File: src/timekeeper_pkg.sv
package timekeeper_pkg;
    // ------------------------------------------------------------
    // Prescaler ratio and widths
    // ------------------------------------------------------------
    localparam int PRE_DIV = 64;
    localparam int PRE_W = 6;
    localparam int DIV_W = 20;
    localparam int CNT_W = 32;
    localparam int ADDR_W = 4;
    localparam int DATA_W = 32;
    localparam int ACT_W = 4;

    // ------------------------------------------------------------
    // Register offsets
    // ------------------------------------------------------------
    localparam logic [ADDR_W-1:0] OFF_CTRL = 4'h0;
    localparam logic [ADDR_W-1:0] OFF_RELOAD = 4'h1;
    localparam logic [ADDR_W-1:0] OFF_DIV = 4'h2;
    localparam logic [ADDR_W-1:0] OFF_CNT = 4'h3;
    localparam logic [ADDR_W-1:0] OFF_ALARM = 4'h4;
    localparam logic [ADDR_W-1:0] OFF_NTICK = 4'h5;
    localparam logic [ADDR_W-1:0] OFF_STATUS = 4'h6;
    localparam logic [ADDR_W-1:0] OFF_SYSCFG = 4'h7;

    // ------------------------------------------------------------
    // Control fields
    // ------------------------------------------------------------
    localparam int CTRL_RUN = 0;
    localparam int CTRL_TICK_EN = 1;
    localparam int CTRL_ALARM_EN = 2;
    localparam int CTRL_NTICK_EN = 3;
    localparam int CTRL_OSC_OFF = 4;
    localparam int CTRL_PD_RUN = 5;
    localparam int CTRL_W = 6;
    localparam logic [CTRL_W-1:0] CTRL_RESET = 6'h01;

    // Status fields
    localparam int ST_TICK = 0;
    localparam int ST_ALARM = 1;
    localparam int ST_NTICK = 2;
    localparam int ST_LF = 3;
    localparam int ST_W = 4;

    // System configuration fields
    localparam int SYS_PD_WAKE = 0;
    localparam int SYS_SRC_TICK = 1;
    localparam int SYS_SRC_ALARM = 2;
    localparam int SYS_W = 3;
    localparam logic [SYS_W-1:0] SYS_RESET = 3'h0;

    localparam logic [DIV_W-1:0] RELOAD_RESET = 20'h00000;
    localparam logic [CNT_W-1:0] NTICK_RESET = 32'h00000000;

    // ------------------------------------------------------------
    // Low-frequency detection at reset
    // ------------------------------------------------------------
    localparam int DETECT_EDGES = 4;
    localparam int DETECT_WIN = 4096;

    typedef enum logic [2:0] {
        DET_WAIT = 3'b001,
        DET_LF = 3'b010,
        DET_MAIN = 3'b100
    } detect_e;
endpackage

File: src/prescaled_timekeeper_alarm.sv
module prescaled_timekeeper_alarm
    import timekeeper_pkg::*;
#(
    parameter int DETECT_WINDOW = DETECT_WIN
) (
    input wire logic SYS_CLK,
    input wire logic ARST_N,
    input wire logic [ADDR_W-1:0] ADDR,
    input wire logic [DATA_W-1:0] WDATA,
    input wire logic WR,
    input wire logic RD,
    output logic [DATA_W-1:0] RDATA,
    input wire logic LOW_FREQ_OSC_INPUT,
    input wire logic POWERDOWN,
    output logic TICK_IRQ,
    output logic ALARM_IRQ,
    output logic FAST_EXT_IRQ,
    output logic PD_WAKE,
    output logic MAIN_OSC_EN,
    output logic LF_OSC_EN
);
    // ------------------------------------------------------------
    // State
    // ------------------------------------------------------------
    logic [CTRL_W-1:0] timekeeper_control;
    logic [CTRL_W-1:0] next_timekeeper_control;
    logic [SYS_W-1:0] system_config_reg;
    logic [SYS_W-1:0] next_system_config_reg;
    logic [DIV_W-1:0] basic_period_reload;
    logic [DIV_W-1:0] next_basic_period_reload;
    logic [DIV_W-1:0] divider;
    logic [DIV_W-1:0] next_divider;
    logic [CNT_W-1:0] counter;
    logic [CNT_W-1:0] next_counter;
    logic [CNT_W-1:0] alarm;
    logic [CNT_W-1:0] next_alarm;
    logic [CNT_W-1:0] ntick_reload;
    logic [CNT_W-1:0] next_ntick_reload;
    logic [CNT_W-1:0] ntick_count;
    logic [CNT_W-1:0] next_ntick_count;
    logic [ST_W-1:0] status;
    logic [ST_W-1:0] next_status;
    logic [DATA_W-1:0] next_rdata;
    logic next_tick_irq;
    logic next_alarm_irq;
    logic next_fast_irq;
    logic next_wake;
    logic next_main_en;
    logic next_lf_en;
    logic lf_meta;
    logic lf_sync;
    logic pd_meta;
    logic pd_sync;
    logic pre_strobe;
    logic lf_selected;
    logic decided;
    logic tick;
    logic running;
    logic [57:0] long_timer;

    // ------------------------------------------------------------
    // Input synchronisers
    // ------------------------------------------------------------
    always_ff @(posedge SYS_CLK or negedge ARST_N) begin
        if (!ARST_N) begin
            lf_meta <= 1'b0;
            lf_sync <= 1'b0;
            pd_meta <= 1'b0;
            pd_sync <= 1'b0;
        end else begin
            lf_meta <= LOW_FREQ_OSC_INPUT;
            lf_sync <= lf_meta;
            pd_meta <= POWERDOWN;
            pd_sync <= pd_meta;
        end
    end

    // ------------------------------------------------------------
    // Source detection and prescaler
    // ------------------------------------------------------------
    lf_detector #(
        .WINDOW(DETECT_WINDOW)
    ) u_detect (
        .clk(SYS_CLK),
        .arst_n(ARST_N),
        .lf_sync(lf_sync),
        .lf_selected(lf_selected),
        .decided(decided)
    );

    // Counting stops in power down unless asked to keep running
    assign running = timekeeper_control[CTRL_RUN] && decided &&
        (!pd_sync || timekeeper_control[CTRL_PD_RUN]);

    pulse_prescaler #(
        .DIVIDE(PRE_DIV)
    ) u_pre (
        .clk(SYS_CLK),
        .arst_n(ARST_N),
        .enable(running),
        .strobe(pre_strobe)
    );

    // Basic tick: prescaler strobe while the divider sits at zero
    assign tick = pre_strobe && (divider == '0);
    // Low prescaler bits are not exposed
    assign long_timer = {counter, divider, PRE_W'(0)};

    // ------------------------------------------------------------
    // Counter chain
    // ------------------------------------------------------------
    always_comb begin
        next_divider = divider;
        next_counter = counter;
        next_ntick_count = ntick_count;
        next_status = status;
        next_status[ST_LF] = lf_selected;
        // Write-one clear first, so that a set below in the same cycle wins
        if (WR && ADDR == OFF_STATUS) begin
            next_status[ST_NTICK:ST_TICK] = status[ST_NTICK:ST_TICK] &
                ~WDATA[ST_NTICK:ST_TICK];
        end
        if (pre_strobe) begin
            if (divider == '0) begin
                next_divider = basic_period_reload;
            end else begin
                next_divider = divider - 1'b1;
            end
        end
        if (tick) begin
            next_counter = counter + 1'b1;
            next_status[ST_TICK] = 1'b1;
            if (ntick_count == '0) begin
                next_ntick_count = ntick_reload;
                next_status[ST_NTICK] = 1'b1;
            end else begin
                next_ntick_count = ntick_count - 1'b1;
            end
        end
        if (counter == alarm && tick) begin
            next_status[ST_ALARM] = 1'b1;
        end
        if (WR && ADDR == OFF_DIV) begin
            next_divider = WDATA[DIV_W-1:0];
        end
        if (WR && ADDR == OFF_CNT) begin
            next_counter = WDATA[CNT_W-1:0];
        end
        if (WR && ADDR == OFF_NTICK) begin
            next_ntick_count = WDATA[CNT_W-1:0];
        end
    end

    // ------------------------------------------------------------
    // Register writes
    // ------------------------------------------------------------
    always_comb begin
        next_timekeeper_control = timekeeper_control;
        next_system_config_reg = system_config_reg;
        next_basic_period_reload = basic_period_reload;
        next_alarm = alarm;
        next_ntick_reload = ntick_reload;
        if (WR) begin
            case (ADDR)
                OFF_CTRL: next_timekeeper_control = WDATA[CTRL_W-1:0];
                OFF_RELOAD: next_basic_period_reload = WDATA[DIV_W-1:0];
                OFF_ALARM: next_alarm = WDATA[CNT_W-1:0];
                OFF_NTICK: next_ntick_reload = WDATA[CNT_W-1:0];
                OFF_SYSCFG: next_system_config_reg = WDATA[SYS_W-1:0];
                default: next_alarm = alarm;
            endcase
        end
    end

    // ------------------------------------------------------------
    // Read mux
    // ------------------------------------------------------------
    always_comb begin
        next_rdata = '0;
        if (RD) begin
            case (ADDR)
                OFF_CTRL: next_rdata = DATA_W'(timekeeper_control);
                OFF_RELOAD: next_rdata = DATA_W'(basic_period_reload);
                // Divider and counter read through the long timer
                OFF_DIV: next_rdata = DATA_W'(long_timer[PRE_W +: DIV_W]);
                OFF_CNT: next_rdata = long_timer[PRE_W + DIV_W +: CNT_W];
                OFF_ALARM: next_rdata = alarm;
                OFF_NTICK: next_rdata = ntick_reload;
                OFF_STATUS: next_rdata = DATA_W'(status);
                OFF_SYSCFG: next_rdata = DATA_W'(system_config_reg);
                default: next_rdata = '0;
            endcase
        end
    end

    // ------------------------------------------------------------
    // Requests and oscillator enables
    // ------------------------------------------------------------
    always_comb begin
        next_tick_irq = status[ST_TICK] && timekeeper_control[CTRL_TICK_EN];
        next_alarm_irq = status[ST_ALARM] && timekeeper_control[CTRL_ALARM_EN];
        next_fast_irq = (next_tick_irq && system_config_reg[SYS_SRC_TICK]) ||
            (next_alarm_irq && system_config_reg[SYS_SRC_ALARM]) ||
            (status[ST_NTICK] && timekeeper_control[CTRL_NTICK_EN]);
        // Wake on any fast request in power down only when allowed
        next_wake = pd_sync && next_fast_irq && system_config_reg[SYS_PD_WAKE];
        next_main_en = 1'b1;
        next_lf_en = 1'b1;
        // Oscillator enables follow the chosen source in power down
        if (pd_sync) begin
            if (!timekeeper_control[CTRL_RUN]) begin
                next_main_en = 1'b0;
                next_lf_en = 1'b0;
            end else if (lf_selected) begin
                next_main_en = 1'b0;
                next_lf_en = !timekeeper_control[CTRL_OSC_OFF];
            end else begin
                next_main_en = !timekeeper_control[CTRL_OSC_OFF];
                next_lf_en = 1'b0;
            end
        end
    end

    // ------------------------------------------------------------
    // Registers
    // ------------------------------------------------------------
    // Software-written configuration
    always_ff @(posedge SYS_CLK or negedge ARST_N) begin
        if (!ARST_N) begin
            timekeeper_control <= CTRL_RESET;
            system_config_reg <= SYS_RESET;
            basic_period_reload <= RELOAD_RESET;
            alarm <= '0;
            ntick_reload <= NTICK_RESET;
        end else begin
            timekeeper_control <= next_timekeeper_control;
            system_config_reg <= next_system_config_reg;
            basic_period_reload <= next_basic_period_reload;
            alarm <= next_alarm;
            ntick_reload <= next_ntick_reload;
        end
    end

    // Counter chain and status flags
    always_ff @(posedge SYS_CLK or negedge ARST_N) begin
        if (!ARST_N) begin
            divider <= '0;
            counter <= '0;
            ntick_count <= '0;
            status <= '0;
        end else begin
            divider <= next_divider;
            counter <= next_counter;
            ntick_count <= next_ntick_count;
            status <= next_status;
        end
    end

    // Read data, standing one cycle after a read
    always_ff @(posedge SYS_CLK or negedge ARST_N) begin
        if (!ARST_N) begin
            RDATA <= '0;
        end else begin
            RDATA <= next_rdata;
        end
    end

    // Requests, wake and oscillator enables
    always_ff @(posedge SYS_CLK or negedge ARST_N) begin
        if (!ARST_N) begin
            TICK_IRQ <= 1'b0;
            ALARM_IRQ <= 1'b0;
            FAST_EXT_IRQ <= 1'b0;
            PD_WAKE <= 1'b0;
            MAIN_OSC_EN <= 1'b1;
            LF_OSC_EN <= 1'b1;
        end else begin
            TICK_IRQ <= next_tick_irq;
            ALARM_IRQ <= next_alarm_irq;
            FAST_EXT_IRQ <= next_fast_irq;
            PD_WAKE <= next_wake;
            MAIN_OSC_EN <= next_main_en;
            LF_OSC_EN <= next_lf_en;
        end
    end
endmodule // prescaled_timekeeper_alarm

File: src/pulse_prescaler.sv
module pulse_prescaler
    import timekeeper_pkg::*;
#(
    parameter int DIVIDE = PRE_DIV
) (
    input wire logic clk,
    input wire logic arst_n,
    input wire logic enable,
    output logic strobe
);
    logic [PRE_W-1:0] count;
    logic [PRE_W-1:0] next_count;
    logic next_strobe;

    // ------------------------------------------------------------
    // Fixed divider
    // ------------------------------------------------------------
    always_comb begin
        next_count = count;
        next_strobe = 1'b0;
        if (enable) begin
            if (count == PRE_W'(DIVIDE - 1)) begin
                next_count = '0;
                next_strobe = 1'b1;
            end else begin
                next_count = count + 1'b1;
            end
        end
    end

    always_ff @(posedge clk or negedge arst_n) begin
        if (!arst_n) begin
            count <= '0;
            strobe <= 1'b0;
        end else begin
            count <= next_count;
            strobe <= next_strobe;
        end
    end
endmodule // pulse_prescaler

File: src/lf_detector.sv
module lf_detector
    import timekeeper_pkg::*;
#(
    parameter int WINDOW = DETECT_WIN
) (
    input wire logic clk,
    input wire logic arst_n,
    input wire logic lf_sync,
    output logic lf_selected,
    output logic decided
);
    detect_e state;
    detect_e next_state;
    logic [12:0] win;
    logic [12:0] next_win;
    logic [2:0] edges;
    logic [2:0] next_edges;
    logic lf_prev;

    // ------------------------------------------------------------
    // Count low-frequency edges in a window after reset
    // ------------------------------------------------------------
    always_comb begin
        next_state = state;
        next_win = win;
        next_edges = edges;
        case (state)
            DET_WAIT: begin
                next_win = win + 1'b1;
                if (lf_sync && !lf_prev) begin
                    next_edges = edges + 1'b1;
                end
                if (edges == 3'(DETECT_EDGES)) begin
                    next_state = DET_LF;
                end else if (win == 13'(WINDOW)) begin
                    next_state = DET_MAIN;
                end
            end
            DET_LF: next_state = DET_LF;
            DET_MAIN: next_state = DET_MAIN;
            default: next_state = DET_WAIT;
        endcase
    end

    always_ff @(posedge clk or negedge arst_n) begin
        if (!arst_n) begin
            state <= DET_WAIT;
            win <= '0;
            edges <= '0;
            lf_prev <= 1'b0;
        end else begin
            state <= next_state;
            win <= next_win;
            edges <= next_edges;
            lf_prev <= lf_sync;
        end
    end

    assign lf_selected = (state == DET_LF);
    assign decided = (state != DET_WAIT);
endmodule // lf_detector

File: config.mk
export PLATFORM = sky130hd
export DESIGN_NAME = prescaled_timekeeper_alarm
export DESIGN_NICKNAME = d
export VERILOG_FILES = /design/src/timekeeper_pkg.sv /design/src/prescaled_timekeeper_alarm.sv /design/src/pulse_prescaler.sv /design/src/lf_detector.sv
export SDC_FILE = /design/constraint.sdc
export NUM_CORES = 1
export LEC_CHECK = 0
export ABC_AREA = 1
export BUFFER_PORTS_ARGS = -buffer_cell sky130_fd_sc_hd__buf_4
export CAP_MARGIN = 20
export CORE_MARGIN = 3
export CORE_UTILIZATION = 55
export CTS_BUF_LIST = sky130_fd_sc_hd__clkbuf_16
export DETAILED_ROUTE_END_ITERATION = 12
export PLACE_DENSITY_LB_ADDON = 0.12
export RECOVER_POWER = 50
export SLEW_MARGIN = 5
export SYNTH_ARGS = -nofsm -noshare
export SYNTH_HDL_FRONTEND = slang
export SYNTH_SLANG_ARGS = --single-unit
File: constraint.sdc
create_clock -name SYS_CLK -period 4 [get_ports SYS_CLK]
set_clock_uncertainty 0.1 [all_clocks]
set_input_delay 0.2 -clock SYS_CLK [delete_from_list [all_inputs] [get_ports SYS_CLK]]
set_output_delay 0.2 -clock SYS_CLK [all_outputs]
set_load 0.01 [all_outputs]
# Yosys cells after proc, flatten, opt, wreduce, memory -nomap -nowiden
# Index checks and enable logic that the tools add are counted.
dict set report totals {
  romBits 0
  latch_bits 0
  ramBits 0
  in_bits 42
  out_inout_bits 38
  reg_bits 250
  memories 0
  word_cells 115
}
dict set report classes {
  n_reduce_logical 36
  eq_ne 16
  addsub 6
  muxes 27
  n_mul 0
  shifts 0
  bitwise 2
  div_mod_pow 0
  n_lt_le_gt_ge 0
}
# cell n
set ops {}
lappend ops {{$pmux 32 s8} 1}
lappend ops {{$mux 32} 6}
lappend ops {{$mux 20} 3}
lappend ops {{$add 32x1->32 const B} 1}
lappend ops {{$eq 32x32->1} 1}
lappend ops {{$logic_not 32->1} 1}
lappend ops {{$sub 32x1->32 const B} 1}
lappend ops {{$logic_not 20->1} 1}
lappend ops {{$sub 20x1->20 const B} 1}
lappend ops {{$eq 4x3->1 const B} 4}
lappend ops {{$logic_and 1x1->1} 16}
lappend ops {{$add 13x1->13 const B} 1}
lappend ops {{$eq 13x13->1 const B} 1}
lappend ops {{$mux 1} 12}
lappend ops {{$reduce_and 2->1} 6}
lappend ops {{$reduce_bool 2->1} 5}
lappend ops {{$mux 3} 3}
lappend ops {{$pmux 3 s3} 1}
lappend ops {{$eq 4x2->1 const B} 2}
lappend ops {{$add 6x1->6 const B} 1}
lappend ops {{$eq 3x3->1 const B} 2}
lappend ops {{$eq 6x6->1 const B} 1}
lappend ops {{$mux 6} 1}
lappend ops {{$ne 3x1->1 const B} 2}
lappend ops {{9 further kinds} 13}

# Logic depth before layout (Yosys ltp)
dict set report depth {
  ltp_word 6
  depth_mapped 12
  ltp_nobuf 12
}

# Cells and area by module
# From an unflattened synthesis, not the netlist that was laid out.
dict set report unflattened {
  hier_cells 2022
  hier_area_um2 14554.0
}
# mod cells_per_inst area_each_um2 seq_area_each_um2 instances
set modules_own_cells {}
lappend modules_own_cells {prescaled_timekeeper_alarm 1864 13140.1 5584.1 1}
lappend modules_own_cells {lf_detector 122 1049.8 501.7 1}
lappend modules_own_cells {pulse_prescaler 36 364.1 175.2 1}

# Worst setup path before layout
# Ideal clock, no wire load.
dict set report synth_timing {
  path_kind {register to register}
  start {reg divider[0]}
  end {reg counter[14]}
  stages_incl_launch_ff 11
  required_ns 3.771
  path_buffers 1
  t_arrival_ns 1.550
  setup_slack_ns 2.220
  cell_sequence {dfrtp_1 inv_1 ha_1 nand2_1 nor2_2 nand4_4 nand2_4 inv_2 buf_2 nand2_1 nand3_1}
}
dict set report synth_between {
  elab_chain_len 3
}
# element line
set synth_rtl {}
lappend synth_rtl {{from (decl)} prescaled_timekeeper_alarm.sv:31} ;# logic [DIV_W-1:0] divider;
lappend synth_rtl {{from (signal assigned)} prescaled_timekeeper_alarm.sv:252} ;# divider <= next_divider;
lappend synth_rtl {{$logic_not 20->1} prescaled_timekeeper_alarm.sv:105} ;# assign tick = pre_strobe && (divider == '0);
lappend synth_rtl {{$logic_and 1x1->1} prescaled_timekeeper_alarm.sv:105}
lappend synth_rtl {{$reduce_bool 2->1 (no source line)} -}
lappend synth_rtl {{to (signal assigned)} prescaled_timekeeper_alarm.sv:253} ;# counter <= next_counter;
lappend synth_rtl {{to (decl)} prescaled_timekeeper_alarm.sv:33} ;# logic [CNT_W-1:0] counter;
# Every way passes these cells.
# A chain may end at the register's enable or synchronous reset.

==> flow_summary.yaml <==
drt:
  wl_per_cell_um: 18.67
  routed_via_density: 5.626
  drtIter0Drc: 1420
  drt-pass1-iter-count: 7
  ant_nets: 0
  post-route-drc-count: 0
  vias: 13650
  routed_wl_mm: 45.29
clocking:
  cts_buffers: 28
  clk_pin_slew_worst_paths_ns: 0.06
  cts_tree: "done"
  cts_root_buffer: "clkbuf_16"
  clockBufferDepth: 3
  cts_max_level: 1
  clock_latency_ns: 0.55
  postCtsSetupBuffers: 0
  cts.sinks: 250
place:
  io_buffers: 79
  dp_hpwl_mm: 33.67
  preCtsSetupSlack_ns: 1.388
  routabilityCongestion: 1.013
  dp.cells: 2337
sta:
  setup_tns_ns: 0
  hold_viol: 0
  setup_viol: 0
  drv_slew: 71
  fin_crit_ns: 2.689
  tightest_slew_ns: 1.821
  finalCritPeriodShare_pct: 67.24
  relSlewSlack_pct: -21.42
  fmax_mhz: 371.8
  final.setup.worst_slack_ns: 1.311
  rsz0062_at_grt: "no"
synthesis:
  ys_seq_area_share_pct: 44.18
  synth_edf_count: 0
  yosys_warnings: 0
  synthFlopType: "dfrtp_1"
  synth_fp_nets: 2026
  synthesis.area_um2: 14170
  avgSynthCellArea_um2: 7.180
  ys_ff_latch: 250
  syn_inst: 1974
  synthDistinctLibCells: 45
  async_flop_share_pct: 100.0
die:
  io_pins: 80
  dieArea_um2: 27730
  rows: 58
  core_area_um2: 25250
  start_util_pct: 56.12
  die_w_um: 166.5
  die_h_um: 166.5
status:
  status: "complete, but fails checks"
  failed_checks: "max-capacitance violations, max-slew violations"
critical_path:
  worst-setup-path-type: "in -> async"
  critical_path_required_ns: 4.20
  slowest_stage: "clkbuf_2"
  crit_fanout: 116
  crit_path_start_kind: "input port"
  cp_slowest_stage_delay_ns: 1.41
  cp.arrival_ns: 2.89
  crit_chain: "dlygate4sd3_1, buf_8, clkbuf_2"
  end_kind: "async pin"
power_and_ir_drop:
  p_leak_nw: 7.943
  finalPower_mw: 8.466
  p_comb_share_pct: 24.4
  switchingPower_mw: 2.957
  p_sw_share_pct: 34.92
  ir_drop_v: 0.0004461
  p_clk_share_pct: 33.3
  intPower_mw: 5.510
  powerDensity_nw_per_um2: 522.1
  seqPwrFrac_pct: 42.3
grt:
  antenna_found_initial: 0
  track_usage_pct: 32.07
  first_global_vias: 12820
  grt_pass1_wl_mm: 70.97
  globalRoute.totalOverflow: 0
  grt_max_degree: 117
layout:
  diodes: 0
  syn_to_final_growth_pct: 14.42
  final_cells: 2426
  most-common-layout-cells: "nand2_1 (617), inv_1 (260), dfrtp_1 (246)"
  final_util_pct: 64.21
  drive_gt1_share_pct: 6.727
  fillers: 2281
  nNetsFinal: 2126
  final_common_cell: "nand2_1"
run:
  drv_cap: 1
min_path:
  hold_path_class: "in -> reg"
==> final timing paths <==
| check | cells after the start | endpoint | slack [ns] | start |
|---|---|---|---|---|
| max reg2reg | 10 | ntick_count[7] | 1.46 | divider[0] |
| min in group asynchronous | 2 | divider[14] | 0.19 | ARST_N |
| max in group SYS_CLK | 9 | ntick_count[20] | 1.32 | WR |
| min | 7 | status[0] | 0.12 | ADDR[0] |
| max | 3 | counter[25] | 1.31 | ARST_N |
| min reg2reg | 0 | lf_sync | 0.25 | lf_meta |
==> repair_timing <==
| action | 4_1_cts | 5_1_grt |
|---|---|---|
| hold endpoints to repair | 273 | 0 |
| gates resized for setup | 0 | 0 |
| endpoints found under the setup margin | 0 | 0 |
| hold buffers | 37 | 0 |
==> logic make-up (layout without fill, tap and decap cells) <==
family	count (synthesis)	count (layout)	synth area share, %
buffers and inverters	323	445	9.085
adders and majority gates	10	10	0.8828
and+or+nand+nor	1048	1048	30.62
DFF	250	250	44.18
AOI/OAI and AO/OA	282	282	11.36
xor gates and xnor gates	55	55	3.399
muxes	6	6	0.4767
==> synthesized netlist by cell type (2+ instances only) <==
library cell	n	area, um2
buf_1	3	11.26
nor2_2	14	87.58
o21ai_1	18	90.09
buf_4	5	37.54
buf_6	3	33.78
nand3b_1	5	37.54
o21ai_0	145	725.7
nand2_1	616	2312
o2bb2ai_1	2	17.52
a22o_1	2	17.52
nor2_4	4	45.04
mux2_2	6	67.56
xor2_1	27	236.5
inv_1	256	960.9
o21bai_1	14	105.1
nor3_1	23	115.1
buf_2	24	120.1
nand4_1	11	68.82
nor4_1	2	12.51
ha_1	10	125.1
o211ai_1	14	105.1
dfstp_2	4	105.1
o22ai_1	33	206.5
a211oi_1	4	30.03
nand3_1	158	790.8
nor2_1	201	754.5
a31oi_1	13	81.33
nand2_2	7	43.79
clkbuf_1	21	78.83
xnor2_1	28	245.2
inv_2	7	26.28
a21oi_1	24	120.1
o221ai_1	11	96.34
clkbuf_2	3	15.01
dfrtp_1	246	6156
==> per-stage QoR <==
stage                     hold slack, ns  area, um2
after detailed placement          0.2117      15000
after global routing              0.1881      16220
after CTS                        0.07635      16380
final                             0.1226      16220
after global placement            0.2099      15000
after floorplan                  -0.1956      14170
==> metal layers <==
| metal | vias up | GRT usage, % | wire, um |
|---|---|---|---|
| met5 | - | 0.5217 | 0 |
| met4 | 0 | 9.971 | 1566 |
| met3 | 94 | 6.053 | 4354 |
| met2 | 618 | 51.31 | 20810 |
| met1 | 6445 | 44.66 | 18560 |
| li1 | 6492 | - | - |
==> worst max-delay path: cells and delay by family <==
family / cells / cell delay [ns]
buffers and inverters: 3 / 2.58
==> layout make-up <==
cell class	count	area [um2]	area share (%)
timing repair buffer	129	923.4	5.694
tap	330	412.9	2.546
sequential	250	6261	38.61
multi-input combinational	1401	6616	40.80
clock buffer	28	700.7	4.321
clock inverter	24	310.3	1.914
inverter	264	991.0	6.111
==> power by group through the flow <==
stage          clock network (mW)  registers, mW  logic (mW)
5_1_grt                      2.95           3.65        2.34
2_1_floorplan                   0           3.42        1.47
6_report                     2.82           3.58        2.06
3_5_place_dp                    0           3.60        2.03
4_1_cts                      2.84           3.57        2.07
3_3_place_gp                    0           3.59        1.98
(Power assumes the default switching activity.)
